## src/hdl/dcc_pkg.sv

```systemverilog
package dcc_pkg;

  // ----------------------------------------------------------------
  // Register map (byte addresses)
  // ----------------------------------------------------------------
  localparam int         ADDR_W           = 8;
  localparam logic [7:0] OFS_CONTROL      = 8'h00;
  localparam logic [7:0] OFS_SETPOINT_CH1 = 8'h04;
  localparam logic [7:0] OFS_SETPOINT_CH2 = 8'h08;
  localparam logic [7:0] OFS_COUNT_CH1    = 8'h0c;
  localparam logic [7:0] OFS_COUNT_CH2    = 8'h10;
  localparam logic [7:0] OFS_STATUS       = 8'h14;

  // ----------------------------------------------------------------
  // Control register fields (cpu output image)
  // ----------------------------------------------------------------
  localparam int BIT_JOIN_SELECT   = 0;
  localparam int BIT_FUNC_SEL_CH1  = 1;
  localparam int BIT_FUNC_SEL_CH2  = 2;
  localparam int BIT_RELOAD_CH1    = 3;
  localparam int BIT_RELOAD_CH2    = 4;
  localparam int BIT_OUT_CLEAR_CH1 = 5;
  localparam int BIT_OUT_CLEAR_CH2 = 6;
  localparam int BIT_HOLD_CH1      = 7;
  localparam int BIT_HOLD_CH2      = 8;
  localparam int CONTROL_W         = 9;

  // ----------------------------------------------------------------
  // Status register fields (cpu input image)
  // ----------------------------------------------------------------
  localparam int BIT_STAT_OUT_CH1  = 0;
  localparam int BIT_STAT_OUT_CH2  = 1;
  localparam int BIT_STAT_JOINED   = 2;
  localparam int BIT_STAT_UP_CH1   = 3;
  localparam int BIT_STAT_UP_CH2   = 4;

  // ----------------------------------------------------------------
  // Reset values
  // ----------------------------------------------------------------
  localparam logic [CONTROL_W-1:0] CONTROL_RESET  = 9'h000;
  localparam logic [15:0]          SETPOINT_RESET = 16'h0000;

  // ----------------------------------------------------------------
  // Types
  // ----------------------------------------------------------------
  typedef enum logic [2:0] {
    MODE_UP       = 3'b001,
    MODE_PERIODIC = 3'b010,
    MODE_JOINED   = 3'b100
  } dcc_mode_type;

  typedef struct packed {
    logic pulse;
    logic outClear;
    logic countReload;
    logic hold;
  } dcc_ctl_type;

endpackage

```

## src/hdl/dcc_core.sv

```systemverilog
// Notes on behaviour
// - Up-count mode adds one per counted pulse, 16 bits, wrapping to zero.
// - In up-count mode the channel output stays cleared.
// - Periodic mode subtracts one per counted pulse, starting at the setpoint.
// - Periodic mode: on reaching zero, set output and reload setpoint together.
// - Joined mode acts like periodic mode as one 32-bit counter on channel one.
// - Rising output-clear edge clears that channel's output.
// - Output-clear leaves the count untouched.
// - Rising reload edge loads zero (up) or the setpoint (periodic, joined).
// - In down modes a reload edge also clears the output.
// - Hold high ignores pulses and forces the output pin off.
// - Hold low restores the prior output and resumes from the held count.
// - Output-clear and reload keep working while held.
// - Each channel drives true pin, inverted pin and an image status bit.
// - Joined mode uses channel one only; channel two output stays zero.
// - Hardware inputs and cpu image bits are ORed for clear, reload and hold; pulse comes from hardware only.
// - Cpu writes join and function selects; writing alone changes no mode.
// - A new mode starts only on that channel's reload rising edge, or on channel one's when leaving joined mode.
// - Joined mode starts on join select with both reload edges together.
// - While joined, all channel two inputs are ignored.
// - Leaving joined mode: join select low plus reload resets both channels.
// - Function select zero picks periodic, one picks up-count, per channel.
// - A setpoint is taken only on a reload edge or a zero pass.
// - Counts and setpoints are unsigned.
// - Switching a channel to up-count turns its output off.
`timescale 1ns/1ps

module dcc_core (
  // Clock and reset
  input  wire logic                 clk,
  input  wire logic                 rst,
  // Hardware control inputs per channel
  input  wire dcc_pkg::dcc_ctl_type hwCh1,
  input  wire dcc_pkg::dcc_ctl_type hwCh2,
  // Register port
  input  wire logic [7:0]           regAddr,
  input  wire logic [31:0]          regWrData,
  input  wire logic                 regWr,
  input  wire logic                 regRd,
  output logic [31:0]               regRdData,
  // Channel output pins
  output logic                      chanOutCh1,
  output logic                      chanOutNCh1,
  output logic                      chanOutCh2,
  output logic                      chanOutNCh2
);

  // ----------------------------------------------------------------
  // Register file
  // ----------------------------------------------------------------
  logic [dcc_pkg::CONTROL_W-1:0] cpuOutputImage;
  logic [15:0]                   setpoint [2];
  logic [15:0]                   cnt [2];
  logic [1:0]                    outState;
  logic                          joined;
  logic [1:0]                    upMode;

  always_ff @(posedge clk) begin
    if (rst) begin
      cpuOutputImage <= dcc_pkg::CONTROL_RESET;
      setpoint[0]    <= dcc_pkg::SETPOINT_RESET;
      setpoint[1]    <= dcc_pkg::SETPOINT_RESET;
    end else if (regWr) begin
      unique case (regAddr)
        dcc_pkg::OFS_CONTROL:      cpuOutputImage <= regWrData[dcc_pkg::CONTROL_W-1:0];
        dcc_pkg::OFS_SETPOINT_CH1: setpoint[0] <= regWrData[15:0];
        dcc_pkg::OFS_SETPOINT_CH2: setpoint[1] <= regWrData[15:0];
        default: ;
      endcase
    end
  end

  logic [31:0] next_rdData;
  always_comb begin
    next_rdData = 32'h0000_0000;
    unique case (regAddr)
      dcc_pkg::OFS_CONTROL:      next_rdData[dcc_pkg::CONTROL_W-1:0] = cpuOutputImage;
      dcc_pkg::OFS_SETPOINT_CH1: next_rdData[15:0] = setpoint[0];
      dcc_pkg::OFS_SETPOINT_CH2: next_rdData[15:0] = setpoint[1];
      dcc_pkg::OFS_COUNT_CH1:    next_rdData[15:0] = cnt[0];
      dcc_pkg::OFS_COUNT_CH2:    next_rdData[15:0] = cnt[1];
      dcc_pkg::OFS_STATUS: begin
        next_rdData[dcc_pkg::BIT_STAT_OUT_CH1] = chanOutCh1;
        next_rdData[dcc_pkg::BIT_STAT_OUT_CH2] = chanOutCh2;
        next_rdData[dcc_pkg::BIT_STAT_JOINED]  = joined;
        next_rdData[dcc_pkg::BIT_STAT_UP_CH1]  = upMode[0];
        next_rdData[dcc_pkg::BIT_STAT_UP_CH2]  = upMode[1];
      end
      default: next_rdData = 32'h0000_0000;
    endcase
  end

  // Read data is only valid in the cycle after the strobe; zero otherwise.
  always_ff @(posedge clk) begin
    if (rst) begin
      regRdData <= 32'h0000_0000;
    end else begin
      regRdData <= regRd ? next_rdData : 32'h0000_0000;
    end
  end

  // ----------------------------------------------------------------
  // Input synchronisers and edge detection
  // ----------------------------------------------------------------
  dcc_pkg::dcc_ctl_type syncA [2];
  dcc_pkg::dcc_ctl_type syncB [2];
  dcc_pkg::dcc_ctl_type merged [2];
  dcc_pkg::dcc_ctl_type mergedPrev [2];
  logic [1:0]           pulseRise;
  logic [1:0]           clearRise;
  logic [1:0]           reloadRise;
  logic [1:0]           holdLvl;

  always_ff @(posedge clk) begin
    if (rst) begin
      syncA[0] <= '0;
      syncA[1] <= '0;
      syncB[0] <= '0;
      syncB[1] <= '0;
    end else begin
      syncA[0] <= hwCh1;
      syncA[1] <= hwCh2;
      syncB[0] <= syncA[0];
      syncB[1] <= syncA[1];
    end
  end

  // Cpu bits carry no pulse source: counting pulses come from the process side only.
  always_comb begin
    merged[0].pulse       = syncB[0].pulse;
    merged[1].pulse       = syncB[1].pulse;
    merged[0].outClear    = syncB[0].outClear | cpuOutputImage[dcc_pkg::BIT_OUT_CLEAR_CH1];
    merged[1].outClear    = syncB[1].outClear | cpuOutputImage[dcc_pkg::BIT_OUT_CLEAR_CH2];
    merged[0].countReload = syncB[0].countReload | cpuOutputImage[dcc_pkg::BIT_RELOAD_CH1];
    merged[1].countReload = syncB[1].countReload | cpuOutputImage[dcc_pkg::BIT_RELOAD_CH2];
    merged[0].hold        = syncB[0].hold | cpuOutputImage[dcc_pkg::BIT_HOLD_CH1];
    merged[1].hold        = syncB[1].hold | cpuOutputImage[dcc_pkg::BIT_HOLD_CH2];
  end

  always_ff @(posedge clk) begin
    if (rst) begin
      mergedPrev[0] <= '0;
      mergedPrev[1] <= '0;
    end else begin
      mergedPrev[0] <= merged[0];
      mergedPrev[1] <= merged[1];
    end
  end

  always_comb begin
    for (int i = 0; i < 2; i++) begin
      pulseRise[i]  = merged[i].pulse & ~mergedPrev[i].pulse;
      clearRise[i]  = merged[i].outClear & ~mergedPrev[i].outClear;
      reloadRise[i] = merged[i].countReload & ~mergedPrev[i].countReload;
      holdLvl[i]    = merged[i].hold;
    end
  end

  // ----------------------------------------------------------------
  // Counting engine
  // ----------------------------------------------------------------
  function automatic logic [31:0] down_step(input logic [31:0] value, input logic [31:0] preset);
    // A count of one steps to zero, which is taken as reaching the end: reload at once.
    // A count of zero comes from reset or a zero setpoint; the next pulse loads the preset.
    down_step = (value <= 32'h0000_0001) ? preset : value - 32'h0000_0001;
  endfunction

  logic [15:0] next_cnt [2];
  logic [1:0]  next_outState;
  logic        next_joined;
  logic [1:0]  next_upMode;
  logic [31:0] joinCount;
  logic [31:0] joinPreset;
  logic [31:0] joinStep;

  assign joinCount  = {cnt[0], cnt[1]};
  assign joinPreset = {setpoint[0], setpoint[1]};
  assign joinStep   = down_step(joinCount, joinPreset);

  always_comb begin
    next_cnt[0]   = cnt[0];
    next_cnt[1]   = cnt[1];
    next_outState = outState;
    next_joined   = joined;
    next_upMode   = upMode;
    if (joined) begin
      // Channel two inputs are not looked at while joined.
      if (reloadRise[0]) begin
        if (!cpuOutputImage[dcc_pkg::BIT_JOIN_SELECT]) begin
          next_joined    = 1'b0;
          next_upMode[0] = cpuOutputImage[dcc_pkg::BIT_FUNC_SEL_CH1];
          next_upMode[1] = cpuOutputImage[dcc_pkg::BIT_FUNC_SEL_CH2];
          next_cnt[0]    = next_upMode[0] ? 16'h0000 : setpoint[0];
          next_cnt[1]    = next_upMode[1] ? 16'h0000 : setpoint[1];
        end else begin
          {next_cnt[0], next_cnt[1]} = joinPreset;
        end
        next_outState = 2'b00;
      end else begin
        if (pulseRise[0] && !holdLvl[0]) begin
          {next_cnt[0], next_cnt[1]} = joinStep;
          if (joinCount == 32'h0000_0001) begin
            next_outState[0] = 1'b1;
          end
        end
        if (clearRise[0]) begin
          next_outState[0] = 1'b0;
        end
      end
      next_outState[1] = 1'b0;
    end else if (cpuOutputImage[dcc_pkg::BIT_JOIN_SELECT] && reloadRise[0] && reloadRise[1]) begin
      next_joined                = 1'b1;
      next_upMode                = 2'b00;
      {next_cnt[0], next_cnt[1]} = joinPreset;
      next_outState              = 2'b00;
    end else begin
      for (int i = 0; i < 2; i++) begin
        if (reloadRise[i]) begin
          next_upMode[i]   = cpuOutputImage[dcc_pkg::BIT_FUNC_SEL_CH1 + i];
          next_cnt[i]      = next_upMode[i] ? 16'h0000 : setpoint[i];
          next_outState[i] = 1'b0;
        end else begin
          if (pulseRise[i] && !holdLvl[i]) begin
            if (upMode[i]) begin
              next_cnt[i] = cnt[i] + 16'h0001;
            end else begin
              next_cnt[i] = 16'(down_step({16'h0000, cnt[i]}, {16'h0000, setpoint[i]}));
              if (cnt[i] == 16'h0001) begin
                next_outState[i] = 1'b1;
              end
            end
          end
          if (clearRise[i]) begin
            next_outState[i] = 1'b0;
          end
        end
        if (next_upMode[i]) begin
          next_outState[i] = 1'b0;
        end
      end
    end
  end

  always_ff @(posedge clk) begin
    if (rst) begin
      cnt[0]   <= 16'h0000;
      cnt[1]   <= 16'h0000;
      outState <= 2'b00;
      joined   <= 1'b0;
      upMode   <= 2'b00;
    end else begin
      cnt[0]   <= next_cnt[0];
      cnt[1]   <= next_cnt[1];
      outState <= next_outState;
      joined   <= next_joined;
      upMode   <= next_upMode;
    end
  end

  // ----------------------------------------------------------------
  // Output pins
  // ----------------------------------------------------------------
  // The latched state survives a hold; only the pins are masked.
  always_ff @(posedge clk) begin
    if (rst) begin
      chanOutCh1  <= 1'b0;
      chanOutNCh1 <= 1'b1;
      chanOutCh2  <= 1'b0;
      chanOutNCh2 <= 1'b1;
    end else begin
      chanOutCh1  <= next_outState[0] & ~holdLvl[0];
      chanOutNCh1 <= ~(next_outState[0] & ~holdLvl[0]);
      chanOutCh2  <= next_outState[1] & ~holdLvl[1] & ~next_joined;
      chanOutNCh2 <= ~(next_outState[1] & ~holdLvl[1] & ~next_joined);
    end
  end

  // ----------------------------------------------------------------
  // Checks
  // ----------------------------------------------------------------
  chk_up_count_step: assert property (@(posedge clk) disable iff (rst)
    (!joined && upMode[0] && pulseRise[0] && !reloadRise[0] && !holdLvl[0])
      |=> (cnt[0] == $past(cnt[0]) + 16'h0001))
    else $error("up count did not step by one");

  chk_up_out_off: assert property (@(posedge clk) disable iff (rst)
    (!joined && upMode[0]) |=> !chanOutCh1)
    else $error("output set in up-count mode");

  chk_down_step: assert property (@(posedge clk) disable iff (rst)
    (!joined && !upMode[0] && pulseRise[0] && !reloadRise[0] && !holdLvl[0] && cnt[0] > 16'h0001)
      |=> (cnt[0] == $past(cnt[0]) - 16'h0001))
    else $error("periodic count did not step down by one");

  chk_zero_reload: assert property (@(posedge clk) disable iff (rst)
    (!joined && !upMode[0] && pulseRise[0] && !reloadRise[0] && !holdLvl[0] && !clearRise[0]
      && cnt[0] == 16'h0001) |=> (cnt[0] == $past(setpoint[0]) && outState[0]))
    else $error("zero pass did not reload and set output");

  chk_clear_keeps: assert property (@(posedge clk) disable iff (rst)
    (clearRise[0] && !pulseRise[0] && !reloadRise[0]) |=> (cnt[0] == $past(cnt[0]) && !outState[0]))
    else $error("output clear changed the count or left output set");

  chk_hold_pin_off: assert property (@(posedge clk) disable iff (rst)
    holdLvl[0] |=> !chanOutCh1)
    else $error("pin active while held");

  chk_joined_ch2_off: assert property (@(posedge clk) disable iff (rst)
    joined |-> !chanOutCh2)
    else $error("channel two output set while joined");

  chk_join_entry: assert property (@(posedge clk) disable iff (rst)
    (!joined && cpuOutputImage[dcc_pkg::BIT_JOIN_SELECT] && reloadRise[0] && reloadRise[1])
      |=> (joined && joinCount == $past(joinPreset)))
    else $error("join entry did not load the 32-bit setpoint");

  chk_reload_wins: assert property (@(posedge clk) disable iff (rst)
    (!joined && reloadRise[0] && !cpuOutputImage[dcc_pkg::BIT_FUNC_SEL_CH1]
      && !(cpuOutputImage[dcc_pkg::BIT_JOIN_SELECT] && reloadRise[1]))
      |=> (cnt[0] == $past(setpoint[0]) && !upMode[0]))
    else $error("reload did not take priority");

  chk_up_step_two: assert property (@(posedge clk) disable iff (rst)
    (!joined && upMode[1] && pulseRise[1] && !reloadRise[1] && !holdLvl[1])
      |=> (cnt[1] == $past(cnt[1]) + 16'h0001))
    else $error("channel two up count did not step by one");

  chk_up_off_two: assert property (@(posedge clk) disable iff (rst)
    (!joined && upMode[1]) |=> !chanOutCh2)
    else $error("channel two output set in up-count mode");

  chk_inverted_pins: assert property (@(posedge clk) disable iff (rst)
    (chanOutNCh1 != chanOutCh1) && (chanOutNCh2 != chanOutCh2))
    else $error("inverted pin does not mirror its true pin");

  chk_hold_count_one: assert property (@(posedge clk) disable iff (rst)
    (!joined && holdLvl[0] && !reloadRise[0]) |=> (cnt[0] == $past(cnt[0])))
    else $error("channel one counted while held");

  chk_hold_count_two: assert property (@(posedge clk) disable iff (rst)
    (!joined && holdLvl[1] && !reloadRise[1]) |=> (cnt[1] == $past(cnt[1])))
    else $error("channel two counted while held");

  chk_reload_up_two: assert property (@(posedge clk) disable iff (rst)
    (!joined && reloadRise[1] && cpuOutputImage[dcc_pkg::BIT_FUNC_SEL_CH2]
      && !(cpuOutputImage[dcc_pkg::BIT_JOIN_SELECT] && reloadRise[0]))
      |=> (cnt[1] == 16'h0000 && upMode[1]))
    else $error("up-count reload did not clear the count");

  chk_mode_waits: assert property (@(posedge clk) disable iff (rst)
    (!joined && !reloadRise[0]) |=> (upMode[0] == $past(upMode[0])))
    else $error("channel one mode changed without a reload edge");

  chk_setpoint_waits: assert property (@(posedge clk) disable iff (rst)
    (!joined && !reloadRise[1] && !pulseRise[1]) |=> (cnt[1] == $past(cnt[1])))
    else $error("channel two count changed without a pulse or reload");

  chk_joined_step: assert property (@(posedge clk) disable iff (rst)
    (joined && pulseRise[0] && !reloadRise[0] && !holdLvl[0] && joinCount > 32'h0000_0001)
      |=> (joinCount == $past(joinCount) - 32'h0000_0001))
    else $error("joined count did not step down by one");

  chk_joined_ignores: assert property (@(posedge clk) disable iff (rst)
    (joined && !reloadRise[0] && !pulseRise[0]) |=> (joinCount == $past(joinCount)))
    else $error("joined count moved without a channel one event");

  chk_join_leave: assert property (@(posedge clk) disable iff (rst)
    (joined && reloadRise[0] && !cpuOutputImage[dcc_pkg::BIT_JOIN_SELECT])
      |=> (!joined && upMode[0] == $past(cpuOutputImage[dcc_pkg::BIT_FUNC_SEL_CH1])
        && upMode[1] == $past(cpuOutputImage[dcc_pkg::BIT_FUNC_SEL_CH2])))
    else $error("leaving joined mode did not follow the function selects");

endmodule

```

## config.mk

```make
export PLATFORM = sky130hd
export DESIGN_NAME = dcc_core
export DESIGN_NICKNAME = d
export VERILOG_FILES = /design/src/hdl/dcc_pkg.sv /design/src/hdl/dcc_core.sv
export SDC_FILE = /design/constraint.sdc
export NUM_CORES = 1
export LEC_CHECK = 0
export BUFFER_PORTS_ARGS = -buffer_cell sky130_fd_sc_hd__buf_2
export CORE_AREA = 2 2 104 156
export CTS_BUF_LIST = sky130_fd_sc_hd__clkbuf_8
export DETAILED_ROUTE_END_ITERATION = 16
export DIE_AREA = 0 0 106 158
export PLACE_DENSITY = 0.78
export SLEW_MARGIN = 20
export SYNTH_ARGS = -nofsm -noshare
export SYNTH_HDL_FRONTEND = slang
export SYNTH_SLANG_ARGS = --single-unit
```

## constraint.sdc

```tcl
create_clock -name clk -period 3 [get_ports clk]
set_input_delay 0.3 -clock clk [delete_from_list [all_inputs] [get_ports clk]]
set_output_delay 0.3 -clock clk [all_outputs]
set_load 0.01 [all_outputs]
```

# [Word level (Yosys, flattened, before mapping)]
# Memory sizes are Yosys's and may differ from the RTL's.
# Index checks and enable logic that the tools add are counted.
[word_totals] ff_bits=50 ramBits=88 output_inout_bits=36 wordCells=152 mem_count=5
[memory_table] memory="cnt" words=2 word_bits=16 rd=2 rd_clocked_by_memory_dff=0 wr=2 line="dcc_core.sv:53" text="logic [15:0] cnt [2];"
[memory_table] memory="setpoint" words=2 word_bits=16 rd=2 rd_clocked_by_memory_dff=0 wr=2 line="dcc_core.sv:52" text="logic [15:0] setpoint [2];"
[memory_table] memory="mergedPrev" words=2 word_bits=4 rd=2 rd_clocked_by_memory_dff=0 wr=2 line="dcc_core.sv:108" text="dcc_pkg::dcc_ctl_type mergedPrev [2];"
[memory_table] memory="syncA" words=2 word_bits=4 rd=2 rd_clocked_by_memory_dff=0 wr=2 line="dcc_core.sv:105" text="dcc_pkg::dcc_ctl_type syncA [2];"
[memory_table] memory="syncB" words=2 word_bits=4 rd=2 rd_clocked_by_memory_dff=0 wr=2 line="dcc_core.sv:106" text="dcc_pkg::dcc_ctl_type syncB [2];"
[classes] addsub=5 order_cmp=3 eq_ne=10 n_mux=72 bitwise_logic=37 reduce_logical=10
[ops] op="2-to-1 mux 16 bit" n=14
[ops] op="2-to-1 mux 32 bit" n=6
[ops] op="2-to-1 mux 1 bit" n=37
[ops] op="adder 16 x 1 -> 16 bit (second input constant)" n=2
[ops] op="equality test 16 x 1 -> 1 bit (second input constant)" n=2
[ops] op="equality test 32 x 1 -> 1 bit (second input constant)" n=1
[ops] op="less-or-equal comparator 16 x 1 -> 1 bit (second input constant)" n=2
[ops] op="less-or-equal comparator 32 x 1 -> 1 bit (second input constant)" n=1
[ops] op="subtractor 16 x 1 -> 16 bit (second input constant)" n=2
[ops] op="subtractor 32 x 1 -> 32 bit (second input constant)" n=1
[ops] op="one-hot mux 5 bit (6 select lines)" n=1
[ops] op="one-hot mux 7 bit (4 select lines)" n=1
[ops] op="2-to-1 mux 4 bit" n=6
[ops] op="one-hot mux 4 bit (5 select lines)" n=1
[ops] op="equality test 8 x 4 -> 1 bit (second input constant)" n=2
[ops] op="equality test 8 x 5 -> 1 bit (second input constant)" n=2
[ops] op="bitwise OR 1 bit" n=16
[ops] op="2-to-1 mux 2 bit" n=6
[ops] op="inverter 1 bit" n=12
[ops] op="bitwise AND 1 bit" n=9
[ops] op="equality test 8 x 3 -> 1 bit (second input constant)" n=1
[ops] op="zero test 8 bit" n=1
[ops] op="logical AND 1 bit" n=4
[ops] op="AND reduction 2 bit" n=2
[ops] op="4 further kinds" n=5

# [Longest topological paths before layout]
# Gate-level depths: netlist of run 1.
# An unclocked memory read counts as a cell.
[depth] ltp_word=13 ltp_mapped=11

# [Worst setup path before layout of run 1]
# No wires, ideal clock.
[synth_path] path_kind="input -> register" start="input port regAddr[1]" end="memory setpoint[0][0] (enable)" setup_ns=0.372 arrival_ns=2.314 required_time_ns=2.628 path_slack_ns=0.315 path_stages=6 path_cell_list="or4_1 > nor3_2 > nor3b_1 > clkbuf_1 > nand2_1 > nand2_1"
[synth_lines] element="start: declaration" line="dcc_core.sv:36" text="input wire logic [7:0] regAddr,"
[synth_lines] element="end: declaration" line="dcc_core.sv:52"

==> metrics.cfg, run 1 <==
[clock_tree]
cts_inserted_buffers = 17
worstSkewPairLatency_ns = 0.45
cts-root-buf = clkbuf_8
clockBufferDepth = 2
postCtsHoldBufs = 0
cts_tree = done
cts_setup_buffers = 0
path_clk_slew_ns = 0.09
cts_resized = 0
cts-htree-levels = 4
cts.sinks = 120

[layout]
final_cell_mix = dfxtp_1, buf_4, nor2_1, nand2_1, a21oi_1
seqCellArea_sq_um = 2720
drive_gt1_frac = 0.198
layout.cells.non_filler = 1219
final_common_cell = dfxtp_1
nets = 1061
n_antenna_cell = 0
finalInstanceArea_sq_um = 8750
multi_input_area_sq_um = 4360
fill_cells = 1417
area_growth_syn_to_layout_pct = 15.8

[detailed_routing]
drt-initial-drc-count = 1123
first_pass_iters = 13
drt-vias-per-instance = 6.68
drc_errors = 0
ant_nets = 0
num_vias = 8145
wl_per_cell_microns = 22.8
drt-total-wl_microns = 27800

[floorplanning]
die_h_microns = 158
io_pins = 88
placementRows = 56
start_util = 0.488
core-area_sq_um = 15500
dieWidth_microns = 106
dieArea_sq_um = 16700

[pwr]
power_mw = 5.29
vdd_drop_max_v = 0.000399
pwr_density_cell_nw_per_um2 = 605
p_leak_nw = 3.21

[setup_path]
critical_path.most_common_cell = o221a_1
critPathBufInv = 1
path_delay_family = simple AND/OR/NAND/NOR gates
max_stage_delay_ns = 0.61
critPathArrivalTime_ns = 3.18
crit_chain = nor4_1 -> nand4_1 -> o31ai_2 -> nand2_1 -> buf_4 -> o221a_1 -> o221a_1
worstSetupStartpointType = flop
crit_fanout = 7
crit_slowest_cell = nor4_1
cp_data_required_time_ns = 3.33
crit_type = flop to flop
end_kind = flop

[logic_synthesis]
synth.distinct_cells = 79
synth_mux_area_frac = 0.0103
ys_seq_elements = 120
synth_edf_count = 32
ys_seq_area_frac = 0.361
synthDominantCellAreaShare = 0.233
synthArstFlopShare = 0
synthCells = 922
yosysWarnings = 0
ys.flop_type = dfxtp_1
synth_compound_area_frac = 0.252
synth_xor_area_frac = 0.0417
yosysTopAreaCell = dfxtp_1
syn_area_sq_um = 7550
synth_top_family_by_area = simple AND/OR/NAND/NOR gates
synth-simple-area-share = 0.256
synth_area_leaders = dfxtp_1, edfxtp_1, a21oi_1, nor2_1, nand2_1
syn_area_per_cell_sq_um = 8.19
synth_adder_area_share = 0.00994

[worst_hold_path]
holdCritPathClass = input pin to flop

[place]
dp.cells = 1187
gp_congestion = 1.01
place_area_sq_um = 8360
place.port_buffers = 55
post-dp-hpwl_microns = 20700

[global_routing]
grt_util_met3 = 0.0708
met1_usage = 0.374
grt_pass1_vias = 7600
busiest_layer = met2
antenna_found_initial = 0
grt_remaining_overflow = 0
grt_use_total = 0.332
grt_pass1_wl_microns = 42400
grt_max_degree = 30
met2_usage = 0.560

[sta]
max_slew_margin = 0.480
max_freq_mhz = 350
setup_viol = 0
fin_setup_tns_ns = 0
min_period_ns = 2.85
period_share = 0.951
finClkSkew_ns = 0.0232
slew_violations = 0
hold_violations = 0
worstMarginPinSlew_ns = 0.777
rsz0062_at_grt = no

[outcome]
status = completed

[flow_run]
cap_violations = 0

logic make-up (layout without fill, tap and decap cells):
logic type | count (synthesis) | after routing
other cells | 1 | 16
xor+xnor | 36 | 36
compound gates | 274 | 274
flops | 120 | 120
buf+inv | 117 | 196
fa+ha+maj | 6 | 6
mux | 4 | 4
simple gates | 364 | 364
worst register-to-register path: stages (launching register included):
cell,delay (ns)
dfxtp_1,0.32
nor4_1,0.61
nand4_1,0.41
o31ai_2,0.56
nand2_1,0.13
buf_4,0.20
o221a_1,0.25
o221a_1,0.25
synthesized netlist by cell type, types with 4 or more instances:
cell and n:
a32o_1 8, nand2_1 77, a21oi_1 61, clkbuf_1 67, xnor2_1 25, o31ai_1 6, a222oi_1 8, o21ai_0 36
o22ai_1 7, nor4_1 16, a31oi_1 22, nand4_1 18, a22oi_1 17, xor2_1 11, nand3_1 48, nor2_1 79
a211oi_1 16, or3_1 16, nor2b_1 21, or4_1 7, edfxtp_1 32, nor3b_1 4, a221oi_1 5, ha_1 6
buf_4 16, and2_1 17, o41ai_1 5, dfxtp_1 88, and4_1 4, inv_1 22, o21ai_1 5, nor3_1 29
buf_2 7, o211ai_1 13, a21o_1 11, o21a_1 7, a211o_1 7
metal layers:
metal  vias up  part of all wire
met5         -                 0
met4         0             0.085
met3       172             0.098
met2       604              0.47
met1      3777              0.35
li1       3592                 -
cell type report:
type | count | area share
Clock inverter | 15 | 0.0172
Inverter | 22 | 0.00944
Timing Repair Buffer | 142 | 0.108
Sequential cell | 120 | 0.311
Clock buffer | 17 | 0.0267
Multi-Input combinational cell | 700 | 0.499
Tap cell | 203 | 0.0290
registers in the layout, summed over array words and instances (netlist names):
register / cells
outState: 2
upMode: 2
cnt: 32
setpoint: 32
chanOutCh1: 1
chanOutCh2: 1
chanOutNCh2: 1
cpuOutputImage: 9
chanOutNCh1: 1
mergedPrev: 6
syncA: 8
regRdData: 16
syncB: 8
joined: 1
report_power, final:
part	internal, mW	total [mW]	switching [mW]	leakage [nW]
Combinational	0.766	1.94	1.18	2.00
Clock	0.622	1.47	0.844	0.195
Sequential	1.75	1.88	0.128	1.02
Total	3.14	5.29	2.15	3.21
worst paths after layout:
| kind | start | end | slack (ns) | depth (start not counted) |
|---|---|---|---|---|
| setup / recovery | cnt[0][12]$_SDFFE_PP0P_ | cnt[0][30]$_SDFFE_PP0P_ | 0.15 | 7 |
| hold reg to reg | syncA[0][1]$_SDFF_PP0_ | syncB[0][1]$_SDFF_PP0_ | 0.45 | 1 |
| setup reg to reg | cnt[0][12]$_SDFFE_PP0P_ | cnt[0][30]$_SDFFE_PP0P_ | 0.15 | 7 |
| hold / removal | hwCh1[0] | syncA[0][0]$_SDFF_PP0_ | 0.06 | 2 |
per-stage QoR:
step	worst slack, ns	hold slack (ns)	utilization
floorplan	0.315	0.414	-
global placement	0.333	0.415	0.540
finish	0.146	0.0628	0.565
detailed placement	0.307	0.425	0.540
CTS	0.285	0.0541	0.565
global route	0.0800	0.0788	0.565
No activity file was read; power rests on OpenSTA's default activity.
==> run 2: changes to the inputs <==
Settings changed: PLACE_DENSITY 0.78 to 0.71.
==> run 2 against run 1 <==
  * Register-to-register slack better by 0.02 ns
  * Via count down 1.7%
  * Sequential cell count unchanged
  * Clock skew down 0.012 ns
  * Hold slack worse by 0.0068 ns
  * Count of clock-buffer cells in the layout unchanged
  * Sequential share of layout area down 0.16 points
==> metrics.cfg, run 2 (synthesis results as in run 1) <==
[sta]
setup_slack_ns = 0.168  ; +0.0227 ns
worstMarginPinSlew_ns = 0.853  ; +0.0764 ns
hold_violations = 0  ; unchanged
rsz0062_at_grt = no
period_share = 0.944  ; -0.00757
hold_ws_ns = 0.0559  ; -0.00682 ns
fin_setup_tns_ns = 0  ; unchanged
max_freq_mhz = 353  ; +0.80%
slew_violations = 0  ; unchanged
min_period_ns = 2.83  ; -0.0227 ns
setup_viol = 0  ; unchanged
max_slew_margin = 0.428  ; -0.0512
finClkSkew_ns = 0.0112  ; -0.0120 ns

[setup_path]
worstSetupStartpointType = flop
crit_type = flop to flop
crit_fanout = 11  ; +4
end_kind = flop
cp_data_required_time_ns = 3.32  ; about the same
reg2regPathDepth = 9  ; +2
critPathArrivalTime_ns = 3.15  ; -0.03 ns
rr_endpoint = cnt[0][26]$_SDFFE_PP0P_
worstReg2RegStart = cnt[0][0]$_SDFFE_PP0P_
rrSetupSlack_ns = 0.17  ; +0.02 ns

[pwr]
p_leak_nw = 3.23  ; +0.59%
pwr_density_cell_nw_per_um2 = 633  ; +4.7%
vdd_drop_max_v = 0.000342  ; -14%
power_mw = 5.57  ; +5.2%

[clock_tree]
worstSkewPairLatency_ns = 0.44  ; about the same
cts-root-buf = clkbuf_8
cts-htree-levels = 4  ; unchanged
cts_tree = done
cts_setup_buffers = 0  ; unchanged
path_clk_slew_ns = 0.09  ; about the same
cts.sinks = 120  ; unchanged
clockBufferDepth = 2  ; unchanged
cts_inserted_buffers = 17  ; unchanged

[global_routing]
grt_pass1_vias = 7585  ; -0.20%
grt_max_degree = 54  ; +80%
grt_use_total = 0.336  ; +0.00354
antenna_found_initial = 0  ; unchanged
grt_remaining_overflow = 0  ; unchanged
grt_pass1_wl_microns = 42600  ; +0.44%

[floorplanning]
dieArea_sq_um = 16700  ; unchanged
dieWidth_microns = 106  ; unchanged
core-area_sq_um = 15500  ; unchanged
die_h_microns = 158  ; unchanged
placementRows = 56  ; unchanged
start_util = 0.488  ; unchanged
io_pins = 88  ; unchanged

[layout]
n_antenna_cell = 0  ; unchanged
largest_registers = cnt x32, setpoint x32, regRdData x16
finalInstanceArea_sq_um = 8790  ; +0.53%
final_cell_mix = dfxtp_1, buf_4, nor2_1, nand2_1, a21oi_1
multi_input_area_sq_um = 4370  ; +0.20%
layout.cells.non_filler = 1217  ; -0.16%
final_common_cell = dfxtp_1
drive_gt1_frac = 0.195  ; -0.00257
area_growth_syn_to_layout_pct = 16.4
seqCellArea_sq_um = 2720  ; unchanged
fill_cells = 1463  ; +3.2%
nets = 1059  ; -0.19%
fin_util = 0.568  ; +0.00299

[place]
dp.cells = 1185  ; -0.17%
gp_congestion = 1.04  ; +2.3%
place_area_sq_um = 8340  ; -0.33%
pre_cts_slack_ns = 0.275  ; -0.0322 ns
place.port_buffers = 55  ; unchanged
post-dp-hpwl_microns = 20900  ; +0.79%

[worst_hold_path]
holdCritPathClass = input pin to flop
hold_end = syncA[0][1]$_SDFF_PP0_
hp-start = hwCh1[1]
hold_depth = 2  ; unchanged

[detailed_routing]
ant_nets = 0  ; unchanged
wl_per_cell_microns = 23.2  ; +1.5%
num_vias = 8004  ; -1.7%
drt-total-wl_microns = 28200  ; +1.4%
first_pass_iters = 5  ; -8
drt-vias-per-instance = 6.58  ; -1.6%
drt-initial-drc-count = 970  ; -14%
drc_errors = 0  ; unchanged

[flow_run]
cap_violations = 0  ; unchanged

[outcome]
status = completed

[run 2: cell count changes in the layout (fill, tap and decap cells not counted), sizes merged]
cell and delta:
inv -6, bufinv +4, buf -2, clkinv +2
[run 2: final cells by class]
cell class	instances	area share
Inverter	22	0.00939
Timing Repair Buffer	140	0.104
Clock buffer	17	0.0266
Tap cell	203	0.0289
Sequential cell	120	0.310
Clock inverter	15	0.0245
Multi-Input combinational cell	700	0.497
[run 2: how the worst max path moves through the flow]
| stage | from | end | slack [ns] | depth (start not counted) |
|---|---|---|---|---|
| after global placement | cnt[0][15]$_SDFFE_PP0P_ | cnt[0][12]$_SDFFE_PP0P_ | 0.31 | 8 |
| after global routing | cnt[0][0]$_SDFFE_PP0P_ | cnt[0][26]$_SDFFE_PP0P_ | 0.07 | 9 |
| after detailed placement | cnt[0][0]$_SDFFE_PP0P_ | cnt[0][28]$_SDFFE_PP0P_ | 0.27 | 8 |
| final | cnt[0][0]$_SDFFE_PP0P_ | cnt[0][26]$_SDFFE_PP0P_ | 0.17 | 9 |
| after floorplan | regAddr[1] | setpoint[0][0]$_DFFE_PP_ | 0.31 | 6 |
| after CTS | cnt[0][0]$_SDFFE_PP0P_ | cnt[0][26]$_SDFFE_PP0P_ | 0.19 | 9 |
[run 2: worst max-delay path, cell delays in order (launching register included)]
cell and delay (ns):
dfxtp_1 0.32, inv_1 0.13, ha_1 0.28, or3b_2 0.59, nor4_4 0.23, nand3_2 0.21, buf_4 0.24, a31oi_1 0.21
nor2_1 0.06, o41ai_1 0.43
[run 2: power by group]
group          internal [mW]  switching (mW)
clock network          0.927           0.786
registers               1.75           0.128
logic                  0.765            1.21
total                   3.44            2.12
[run 2: repair_timing]
action                                  4_1_cts  5_1_grt
endpoints found under the hold margin         0        0
resized for setup                             0        1
hold buffers                                  0        0
endpoints found under the setup margin        0        1
[run 2: layer usage]
layer | part of all wire | GRT usage
met5 | 0 | 0
met4 | 0.089 | 0.274
met3 | 0.095 | 0.0655
met2 | 0.47 | 0.552
met1 | 0.35 | 0.377
